## src/logic/clk_park_pkg.sv

```systemverilog
// Constants shared by the clock output park and stop logic.
// Assumes a 125 MHz system clock that also oversamples the reference clock.
package clk_park_pkg;

  // ==========================================================================
  // Management register map
  // ==========================================================================
  localparam logic [7:0] REG_ADDR_READ_LEN = 8'h06;
  localparam logic [7:0] READ_LEN_RESET    = 8'h07;
  localparam logic [7:0] REG_READ_ZERO     = 8'h00;

  // ==========================================================================
  // Timing
  // ==========================================================================
  localparam int CLK_PERIOD_NS = 8;
  localparam int LOCK_TIME_NS  = 1000000;
  // A longest time rounds down to whole cycles.
  localparam int LOCK_CYCLES   = LOCK_TIME_NS / CLK_PERIOD_NS;

  // ==========================================================================
  // Structure
  // ==========================================================================
  localparam int NUM_OUTPUTS = 4;

  typedef enum logic [1:0] {
    ST_RUN     = 2'h0,
    ST_PD_PARK = 2'h1,
    ST_WAKE    = 2'h3
  } pd_state_t;

endpackage : clk_park_pkg

```

## src/logic/clk_out_park.sv

```systemverilog
// Park, stop and restart control for the differential clock output pairs.
// Assumes the reference clock is far slower than the 125 MHz system clock.
//
// Summary of operation
// - Read-length register, eight bits, read/write, resets to 0x07.
// - Power-down pin is asynchronous, active low, controls entry and exit.
// - Outputs park first; the PLL is shut down only afterwards.
// - Power-down taken after two low samples; park at next complement fall.
// - Power-down park select zero: true driven high, complement undriven.
// - Power-down park select one: both outputs of every pair undriven.
// - Locked stable clocks within 1 ms of power-down release.
// - With park select one, outputs driven high well within 300 us.
// - Halt pin is asynchronous, active low, needs a running reference clock.
// - Halt assertion or release accepted after two stable samples.
// - Stoppable outputs halt after their next transition; others keep running.
// - Stop park select zero: true high, complement undriven.
// - Stop park select one: both outputs undriven.
// - Release restarts all stopped outputs together, glitch free, 2 to 6 periods.
// - With stop park select one, stopped outputs driven high promptly on release.
// - An output runs only with its enable bit set and enable pin active.
// - Per-output stoppable bit, zero free-running, resets to free-running.
`timescale 1ns/10ps
module clk_out_park
  import clk_park_pkg::*;
#(
  parameter int N_OUT       = NUM_OUTPUTS,
  parameter int LOCK_CYC    = LOCK_CYCLES
) (
  input  wire logic             clk_sys_i,
  input  wire logic             sys_rst_i,
  input  wire logic             input_ref_clock_i,
  input  wire logic             power_down_n_i,
  input  wire logic             output_halt_n_i,
  input  wire logic [N_OUT-1:0] oe_pin_i,
  input  wire logic             enable_polarity_sel_i,
  input  wire logic [N_OUT-1:0] out_enable_i,
  input  wire logic [N_OUT-1:0] stoppable_i,
  input  wire logic             powerdown_park_sel_i,
  input  wire logic             stop_park_sel_i,
  input  wire logic             reg_wr_i,
  input  wire logic [7:0]       reg_addr_i,
  input  wire logic [7:0]       reg_wdata_i,
  output logic [7:0]            reg_rdata_o,
  output logic [7:0]            read_len_o,
  output logic [N_OUT-1:0]      clk_out_true_o,
  output logic [N_OUT-1:0]      clk_out_true_oe_o,
  output logic [N_OUT-1:0]      clk_out_comp_o,
  output logic [N_OUT-1:0]      clk_out_comp_oe_o,
  output logic                  drive_2x_o,
  output logic                  pll_enable_o,
  output logic                  pll_locked_o
);

  localparam int CW = $clog2(LOCK_CYC + 1);

  if (N_OUT < 1 || LOCK_CYC < 1) begin : g_bad_param
    $error("clk_out_park: N_OUT and LOCK_CYC must be at least one");
  end

  // ==========================================================================
  // Management register
  // ==========================================================================
  logic [7:0] read_len_q;
  logic [7:0] rdata_q;
  wire        len_hit = (reg_addr_i == REG_ADDR_READ_LEN);

  always_ff @(posedge clk_sys_i) begin
    if (sys_rst_i) begin
      read_len_q <= READ_LEN_RESET;
      rdata_q    <= REG_READ_ZERO;
    end else begin
      if (reg_wr_i && len_hit) begin
        read_len_q <= reg_wdata_i;
      end
      rdata_q <= len_hit ? read_len_q : REG_READ_ZERO;
    end
  end

  assign reg_rdata_o = rdata_q;
  assign read_len_o  = read_len_q;

  // ==========================================================================
  // Reference clock recovery
  // ==========================================================================
  // The reference is oversampled; the output phase follows it three cycles late.
  logic ref_meta_q;
  logic ref_sync_q;
  logic ref_prev_q;

  always_ff @(posedge clk_sys_i) begin
    if (sys_rst_i) begin
      ref_meta_q <= 1'b0;
      ref_sync_q <= 1'b0;
      ref_prev_q <= 1'b0;
    end else begin
      ref_meta_q <= input_ref_clock_i;
      ref_sync_q <= ref_meta_q;
      ref_prev_q <= ref_sync_q;
    end
  end

  // Complement rises when the true phase falls and vice versa.
  wire comp_rise = ref_prev_q & ~ref_sync_q;
  wire comp_fall = ~ref_prev_q & ref_sync_q;

  // ==========================================================================
  // Pin debouncing
  // ==========================================================================
  logic pd_n_deb;
  logic halt_n_deb;
  logic halt_n_sync;

  pin_debounce #(.RESET_LEVEL(1'b1)) u_pd_deb (
    .clk_sys_i (clk_sys_i),
    .sys_rst_i (sys_rst_i),
    .pin_i     (power_down_n_i),
    .sample_i  (comp_rise),
    .synced_o  (),
    .level_o   (pd_n_deb)
  );

  pin_debounce #(.RESET_LEVEL(1'b1)) u_halt_deb (
    .clk_sys_i (clk_sys_i),
    .sys_rst_i (sys_rst_i),
    .pin_i     (output_halt_n_i),
    .sample_i  (comp_rise),
    .synced_o  (halt_n_sync),
    .level_o   (halt_n_deb)
  );

  logic [N_OUT-1:0] oe_meta_q;
  logic [N_OUT-1:0] oe_sync_q;

  always_ff @(posedge clk_sys_i) begin
    if (sys_rst_i) begin
      oe_meta_q <= '0;
      oe_sync_q <= '0;
    end else begin
      oe_meta_q <= oe_pin_i;
      oe_sync_q <= oe_meta_q;
    end
  end

  // ==========================================================================
  // Power-down sequencing
  // ==========================================================================
  pd_state_t state_q;
  pd_state_t state_d;
  logic [CW-1:0] lock_cnt_q;
  logic          pd_sel_q;
  logic          pll_en_q;
  wire           lock_done = (lock_cnt_q == CW'(LOCK_CYC - 1));

  always_comb begin
    state_d = state_q;
    case (state_q)
      ST_RUN: begin
        if (!pd_n_deb && comp_fall) begin
          state_d = ST_PD_PARK;
        end
      end
      ST_PD_PARK: begin
        if (pd_n_deb) begin
          state_d = ST_WAKE;
        end
      end
      ST_WAKE: begin
        if (!pd_n_deb) begin
          state_d = ST_PD_PARK;
        end else if (lock_done) begin
          state_d = ST_RUN;
        end
      end
      default: state_d = ST_WAKE;
    endcase
  end

  always_ff @(posedge clk_sys_i) begin
    if (sys_rst_i) begin
      state_q    <= ST_WAKE;
      lock_cnt_q <= '0;
      pd_sel_q   <= 1'b0;
    end else begin
      state_q    <= state_d;
      lock_cnt_q <= (state_q == ST_WAKE && !lock_done) ? lock_cnt_q + 1'b1 : '0;
      if (state_q == ST_RUN && state_d == ST_PD_PARK) begin
        pd_sel_q <= powerdown_park_sel_i;
      end
    end
  end

  assign pll_enable_o = pll_en_q;
  assign pll_locked_o = (state_q == ST_RUN);

  // ==========================================================================
  // Per-output stop and drive
  // ==========================================================================
  logic [N_OUT-1:0] stopped_q;
  logic             stop_sel_q;
  logic [N_OUT-1:0] true_q;
  logic [N_OUT-1:0] true_oe_q;
  logic [N_OUT-1:0] comp_q;
  logic [N_OUT-1:0] comp_oe_q;
  logic             drive_2x_q;
  wire  [N_OUT-1:0] pin_active = oe_sync_q ^ {N_OUT{enable_polarity_sel_i}};
  wire  [N_OUT-1:0] enabled    = out_enable_i & pin_active;
  wire              in_pd      = (state_q == ST_PD_PARK);
  wire              in_wake    = (state_q == ST_WAKE);

  always_ff @(posedge clk_sys_i) begin
    if (sys_rst_i) begin
      stop_sel_q <= 1'b0;
    end else if (!halt_n_deb && comp_fall && ((stoppable_i & ~stopped_q) != '0)) begin
      stop_sel_q <= stop_park_sel_i;
    end
  end

  for (genvar g = 0; g < N_OUT; g++) begin : g_lane
    logic stop_d;
    logic t_d;
    logic toe_d;
    logic c_d;
    logic coe_d;

    always_comb begin
      stop_d = stopped_q[g];
      if (!halt_n_deb && stoppable_i[g] && comp_fall) begin
        stop_d = 1'b1;
      end else if (halt_n_deb && comp_rise) begin
        stop_d = 1'b0;
      end
      t_d   = ref_sync_q;
      toe_d = 1'b1;
      c_d   = ~ref_sync_q;
      coe_d = 1'b1;
      if (in_pd) begin
        t_d   = 1'b1;
        toe_d = ~pd_sel_q;
        c_d   = 1'b0;
        coe_d = 1'b0;
      end else if (in_wake) begin
        t_d   = 1'b1;
        c_d   = 1'b0;
        coe_d = 1'b0;
      end else if (!enabled[g]) begin
        t_d   = 1'b0;
        toe_d = 1'b0;
        c_d   = 1'b0;
        coe_d = 1'b0;
      end else if (stopped_q[g]) begin
        t_d   = 1'b1;
        // A synced release drives high before the debouncer has settled.
        toe_d = ~stop_sel_q | halt_n_sync;
        c_d   = 1'b0;
        coe_d = 1'b0;
      end
    end

    always_ff @(posedge clk_sys_i) begin
      if (sys_rst_i) begin
        stopped_q[g] <= 1'b0;
        true_q[g]    <= 1'b0;
        true_oe_q[g] <= 1'b0;
        comp_q[g]    <= 1'b0;
        comp_oe_q[g] <= 1'b0;
      end else begin
        stopped_q[g] <= stop_d;
        true_q[g]    <= t_d;
        true_oe_q[g] <= toe_d;
        comp_q[g]    <= c_d;
        comp_oe_q[g] <= coe_d;
      end
    end
  end

  always_ff @(posedge clk_sys_i) begin
    if (sys_rst_i) begin
      drive_2x_q <= 1'b0;
      pll_en_q   <= 1'b1;
    end else begin
      drive_2x_q <= in_pd;
      // The PLL stops only once the outputs have sat parked for a cycle.
      pll_en_q   <= !(in_pd && drive_2x_q);
    end
  end

  assign clk_out_true_o    = true_q;
  assign clk_out_true_oe_o = true_oe_q;
  assign clk_out_comp_o    = comp_q;
  assign clk_out_comp_oe_o = comp_oe_q;
  assign drive_2x_o        = drive_2x_q;

  // ==========================================================================
  // Checks
  // ==========================================================================
  AST_LEN_WRITE: assert property (@(posedge clk_sys_i) disable iff (sys_rst_i)
    reg_wr_i && len_hit |=> read_len_q == $past(reg_wdata_i))
    else $error("read length not updated by write");
  AST_PD_ENTRY: assert property (@(posedge clk_sys_i) disable iff (sys_rst_i)
    state_q == ST_RUN && !pd_n_deb && comp_fall |=> state_q == ST_PD_PARK)
    else $error("power-down park missed");
  AST_PLL_ORDER: assert property (@(posedge clk_sys_i) disable iff (sys_rst_i)
    $fell(pll_en_q) |-> $past(state_q == ST_PD_PARK) && !true_oe_q[0] == pd_sel_q)
    else $error("PLL stopped before outputs parked");
  AST_PD_DRIVEN: assert property (@(posedge clk_sys_i) disable iff (sys_rst_i)
    in_pd && !pd_sel_q |=> true_q == '1 && true_oe_q == '1 && comp_oe_q == '0)
    else $error("driven power-down park wrong");
  AST_PD_HIZ: assert property (@(posedge clk_sys_i) disable iff (sys_rst_i)
    in_pd && pd_sel_q |=> true_oe_q == '0 && comp_oe_q == '0)
    else $error("tri-state power-down park wrong");
  AST_LOCK_BOUND: assert property (@(posedge clk_sys_i) disable iff (sys_rst_i)
    in_wake && pd_n_deb && lock_done |=> state_q == ST_RUN && pll_locked_o)
    else $error("lock not reached in time");
  AST_STOP_DRIVEN: assert property (@(posedge clk_sys_i) disable iff (sys_rst_i)
    state_q == ST_RUN && stopped_q[0] && enabled[0] && !stop_sel_q
      |=> true_q[0] && true_oe_q[0] && !comp_oe_q[0])
    else $error("driven stop park wrong");
  AST_STOP_HIZ: assert property (@(posedge clk_sys_i) disable iff (sys_rst_i)
    state_q == ST_RUN && stopped_q[0] && enabled[0] && stop_sel_q && !halt_n_sync
      |=> !true_oe_q[0] && !comp_oe_q[0])
    else $error("tri-state stop park wrong");
  AST_FREE_RUN: assert property (@(posedge clk_sys_i) disable iff (sys_rst_i)
    (stopped_q & ~$past(stopped_q) & ~$past(stoppable_i)) == '0)
    else $error("free-running output stopped");
  AST_STOP_RELEASE: assert property (@(posedge clk_sys_i) disable iff (sys_rst_i)
    state_q == ST_RUN && stopped_q[0] && enabled[0] && halt_n_sync |=> true_oe_q[0])
    else $error("stopped output not driven on release");

endmodule : clk_out_park

```

## src/logic/pin_debounce.sv

```systemverilog
// Synchroniser and two-sample debouncer for an asynchronous control pin.
// Assumes sample_i is a one-cycle pulse on the system clock.
`timescale 1ns/10ps
module pin_debounce #(
  parameter logic RESET_LEVEL = 1'b1
) (
  input  wire logic clk_sys_i,
  input  wire logic sys_rst_i,
  input  wire logic pin_i,
  input  wire logic sample_i,
  output logic      synced_o,
  output logic      level_o
);

  logic meta_q;
  logic sync_q;
  logic prev_q;
  logic level_q;

  // ==========================================================================
  // Two-flop synchroniser, then acceptance after two equal samples
  // ==========================================================================
  always_ff @(posedge clk_sys_i) begin
    if (sys_rst_i) begin
      meta_q  <= RESET_LEVEL;
      sync_q  <= RESET_LEVEL;
      prev_q  <= RESET_LEVEL;
      level_q <= RESET_LEVEL;
    end else begin
      meta_q <= pin_i;
      sync_q <= meta_q;
      if (sample_i) begin
        prev_q <= sync_q;
        if (prev_q == sync_q) begin
          level_q <= sync_q;
        end
      end
    end
  end

  assign synced_o = sync_q;
  assign level_o  = level_q;

endmodule : pin_debounce

```

## config.mk

```make
export PLATFORM = sky130hd
export DESIGN_NAME = clk_out_park
export DESIGN_NICKNAME = d
export VERILOG_FILES = /design/src/logic/clk_park_pkg.sv /design/src/logic/clk_out_park.sv /design/src/logic/pin_debounce.sv
export SDC_FILE = /design/constraint.sdc
export NUM_CORES = 1
export LEC_CHECK = 0
export BUFFER_PORTS_ARGS = -buffer_cell sky130_fd_sc_hd__buf_2
export CORE_ASPECT_RATIO = 0.8
export CORE_UTILIZATION = 48
export DETAILED_ROUTE_END_ITERATION = 7
export GPL_ROUTABILITY_DRIVEN = 0
export GPL_TIMING_DRIVEN = 0
export HOLD_SLACK_MARGIN = 0.15
export PLACE_DENSITY_LB_ADDON = 0.2
export SYNTH_ARGS = -nofsm -noshare
export SYNTH_HDL_FRONTEND = slang
export SYNTH_SLANG_ARGS = --single-unit
export TNS_END_PERCENT = 100
```

## constraint.sdc

```tcl
create_clock -name clk_sys_i -period 3.67 [get_ports clk_sys_i]
set_input_delay 0.734 -clock clk_sys_i [delete_from_list [all_inputs] [get_ports clk_sys_i]]
set_output_delay 0.734 -clock clk_sys_i [all_outputs]
set_load 0.01 [all_outputs]
```

Yosys cells after proc, flatten, opt, wreduce, memory -nomap -nowiden

Cells that the tools add are included.

Eq/ne operators: 7
Reductions and logical operators: 38
Mux-type cells: 46
Add/subtract/negate cells: 1
Bitwise operators: 17

Operator list:

| cell                                           | number |
|---|---|
| 2-to-1 mux 1 bit                               | 41 |
| OR reduction 5 bit                             | 4 |
| adder 17 x 1 -> 17 bit (second input constant) | 1 |
| == test 17 bit (second input constant)         | 1 |
| logical AND 1 bit                              | 16 |
| OR reduction 4 bit                             | 4 |
| inverter 1 bit                                 | 10 |
| bitwise AND 4 bit                              | 2 |
| == test 8 x 3 -> 1 bit (second input constant) | 1 |
| 2-to-1 mux 2 bit                               | 4 |
| nonzero test 2 bit                             | 4 |
| case mux 2 bit (3 select lines)                | 1 |
| == test 2 x 1 -> 1 bit (second input constant) | 2 |
| zero test 1 bit                                | 4 |
| inverter 4 bit                                 | 1 |
| AND reduction 2 bit                            | 2 |
| nonzero test 4 bit                             | 1 |
| OR reduction 2 bit                             | 2 |
| XOR 4 bit                                      | 1 |
| bitwise AND 1 bit                              | 2 |
| == test 1 bit                                  | 2 |
| == test 2 bit (second input constant)          | 1 |
| zero test 2 bit                                | 1 |
| bitwise OR 1 bit                               | 1 |

Word-level logic and storage cells: 150
Output and inout bits: 35
Bits of input ports: 37
Register bits: 78

Depth between registers and ports, before layout

Word-level depth: 7
Mapped depth: 7
Gate-level depth less buffers: 5

Modules after synthesis

A second synthesis with hierarchy kept.

Cells, all modules: 298
Area, all modules: 2861.5 um^2

Modules (own cells, without submodules):

| module       | times used | seq. area each (um^2) | area each (um^2) | cells each |
|---|---|---|---|---|
| clk_out_park | 1          | 1401.3                | 2598.7           | 274 |
| pin_debounce | 2          | 80.1                  | 131.4            | 12 |

Least setup slack after synthesis

OpenSTA, ideal clock, no wires.

Kind: input to register
From: input reg_addr_i[5]
To: register read_len_q[0] (netlist: read_len_o[0])
Setup slack: 1.939 ns
Library setup time: 0.118 ns
Arrival: 1.613 ns
Data required time: 3.552 ns
Stages: 4
Path buffers: 0
Cells stage by stage: nor4_1 > nand3_2 > mux2i_1 > nand2_1

Longest elaborated chain between the ends: 2

Ends and longest elaborated chain:

| what                   | line               | RTL |
|---|---|---|
| from (decl)            | clk_out_park.sv:41 | `input wire logic [7:0] reg_addr_i,` |
| == test 8 x 3 -> 1 bit | clk_out_park.sv:65 | `wire len_hit = (reg_addr_i == REG_ADDR_READ_LEN);` |
| logical AND 1 bit      | clk_out_park.sv:72 | `if (reg_wr_i && len_hit) begin` |
| to (signal assigned)   | clk_out_park.sv:73 | `read_len_q <= reg_wdata_i;` |
| to (decl)              | clk_out_park.sv:63 | `logic [7:0] read_len_q;` |

No other way between the ends.
A chain may end at the register's enable or synchronous reset.

Worst setup path in the final report

From: register state_q[0]
To: output pll_locked_o

Longest elaborated chain between the ends: 1

Ends and longest elaborated chain:

| what                   | line                | RTL |
|---|---|---|
| from (decl)            | clk_out_park.sv:147 | `pd_state_t state_q;` |
| from (signal assigned) | clk_out_park.sv:184 | `state_q <= state_d;` |
| zero test 2 bit        | clk_out_park.sv:193 | `assign pll_locked_o = (state_q == ST_RUN);` |
| to (decl)              | clk_out_park.sv:51  | `output logic pll_locked_o` |

No other way between the ends.

==> results.tsv <==
metric	value	unit
status	finished, final reports clean	
rows	24	
dr_wl_met3	435	um
hold_slack	0.384	ns
required	2.94	ns
cp_slowest_cell	dfxtp_1	
slew_headroom	65.5	%
hold_buffers	0	
dr.max_layer_used	met4	
rsz0062_at_grt	no	
fmax	454	MHz
seq_area	1560	um2
final.period_utilization	60.0	%
final_antenna_net_count	0	
grt_max_degree	15	
place_area	3310	um2
cts_tree	yes	
yosys.area.top_type	dfxtp_1	
dieArea	6270	um2
critPathBufInv	2	
ys_seq_elements	78	
port_buffers	71	
routed_wl	5640	um
root_buffer	clkbuf_8	
crit_family	buffers and inverters	
end_kind	primary output	
drtIter0Drc	129	
die_y	71.0	um
grt_pass1_vias	2027	
finalPower	1.60	mW
layout-drive-gt1-share	26.4	%
grt-ovfl-total	0	
synth_area_leaders	dfxtp_1, nor2_1, xnor2_1	
fin_crit	2.20	ns
met2_length	2410	um
fin_nets	416	
regMostFlops	lock_cnt_q	
die_w	88.3	um
setup_viol_count_final	0	
coreArea	5590	um2
synthFlopType	dfxtp_1	
timing.critical_path.cells	clkbuf_1 > nor2_1 > buf_2	
slowest_delay	0.43	ns
num_io_pins	72	
arrival	1.47	ns
crit_type	reg -> out	
intPower	1.24	mW
vias	2237	
p_clk_share	40.8	%
cts.sinks	78	
post-cts-setup-buffers	0	
drc	0	
p_switching	0.364	mW
drv_cap	0	
synth_edf_count	0	
yosysMostFrequentCell	dfxtp_1	
p_per_area	455	nW/um2
clockBufferDepth	2	
diodes	0	
cts_made_buffers	9	
final_core_util	63.0	%
ys.warnings.count	0	
synth_cells	296	
firstDrtPassIters	4	
synth_top_area_share	54.6	%
async_flop_share	0	%
hold_violations	0	
final_area	3520	um2
p_leak	1.55	nW
grt_util_all_layers	19.3	%
crit_path_max_fanout	10	
hpwl	4080	um
area_growth	23.1	%
clk_pin_slew_worst_paths	0.08	ns
yosysUniqueCellTypes	41	
m1WireLength	2720	um
synth_commonest_cells	dfxtp_1, nor2_1, nor2b_1	
netlist_area	2860	um2
worst_slew_pin_slew	0.517	ns
p_sw_share	22.7	%
ctsResizeCount	0	
seq_area_frac_synth	54.6	%
grt_first_pass_wirelength	9110	um
avgRoutedWirePerCell	12.2	um
tns	0	ns
start_kind	flip-flop	
hp-class	reg -> reg	
grt_antenna_before_repair	0	
fin_worst_skew	0.00791	ns
pwr-share-comb	4.9	%
fill_cells	497	
multi_input_area	1190	um2
insertion_delay	0.35	ns
syn_avg_cell_area	9.66	um2
slew_viol_final	0	
largest_reg_flops	17	
syn_nets	334	
initial_utilization	51.2	%
htree_levels	3	
peakVddDrop	0.360	mV
seqPwrFrac	54.3	%
vias_per_cell	4.85	
[per-stage QoR]
stage	setup WS [ns]	instances
after floorplan	1.94	296
after detailed placement	1.64	445
final	1.47	461
after CTS	1.51	461
after global routing	1.43	461
after global placement	1.70	445
[power by group through the flow]
stage / Combinational (mW) / Sequential, mW / Clock, mW
after floorplan: 0.0397 / 0.891 / 0
after global placement: 0.0777 / 0.888 / 0
after detailed placement: 0.0785 / 0.889 / 0
after CTS: 0.0789 / 0.869 / 0.669
after global routing: 0.0869 / 0.871 / 0.708
final: 0.0782 / 0.869 / 0.654
[cell usage in the layout (no fill, tap or decap), types with 6 or more instances in the layout]
cell,instances
dfxtp_1,78
buf_2,74
nor2_1,42
nor2b_1,18
nand2_1,17
xnor2_1,13
inv_1,11
nand3_1,11
mux2i_1,10
clkbuf_8,10
and2_1,9
a21oi_1,9
nor4_1,8
o21ai_0,7
xor2_1,6
[routing by layer]
metal	GRT usage, %	vias to the layer above
met1	25.2	997
met4	5.91	0
li1	-	1157
met3	9.22	7
met2	28.2	76
met5	0	-
[layout make-up]
type / instances / area share, %
sequential: 78 / 44.3
multi-input combinational: 196 / 33.9
timing repair buffer: 71 / 10.1
clock buffer: 10 / 3.91
tap: 78 / 2.77
clock inverter: 6 / 1.99
buffer: 11 / 1.81
inverter: 11 / 1.17
[worst paths after layout]
check / start / to / slack, ns / cells past startpoint
setup / recovery: state_q[0] / pll_locked_o / 1.47 / 3
hold / removal: drive_2x_o / pll_enable_o / 0.38 / 1
setup reg to reg: lock_cnt_q[0] / lock_cnt_q[15] / 1.93 / 7
hold reg to reg: drive_2x_o / pll_enable_o / 0.38 / 1
[logic make-up (layout without fill, tap and decap cells)]
logic type | count (synthesis) | count (layout) | synth area share [%]
and+or+nand+nor | 134 | 134 | 24.5
DFF | 78 | 78 | 54.6
buffers and inverters | 22 | 109 | 3.67
adders and majority gates | 1 | 1 | 0.437
AOI/OAI and AO/OA | 32 | 32 | 7.44
muxes | 10 | 10 | 3.50
xor gates and xnor gates | 19 | 19 | 5.82
[worst register-to-register path: cells and delay by family, from the launching register on]
kind / cells / cell delay [ns]
fa+ha+maj: 1 / 0.27
flops: 1 / 0.38
compound gates: 1 / 0.23
simple gates: 3 / 0.49
buf+inv: 2 / 0.27
Note: power is estimated with default switching activity, not from simulation.
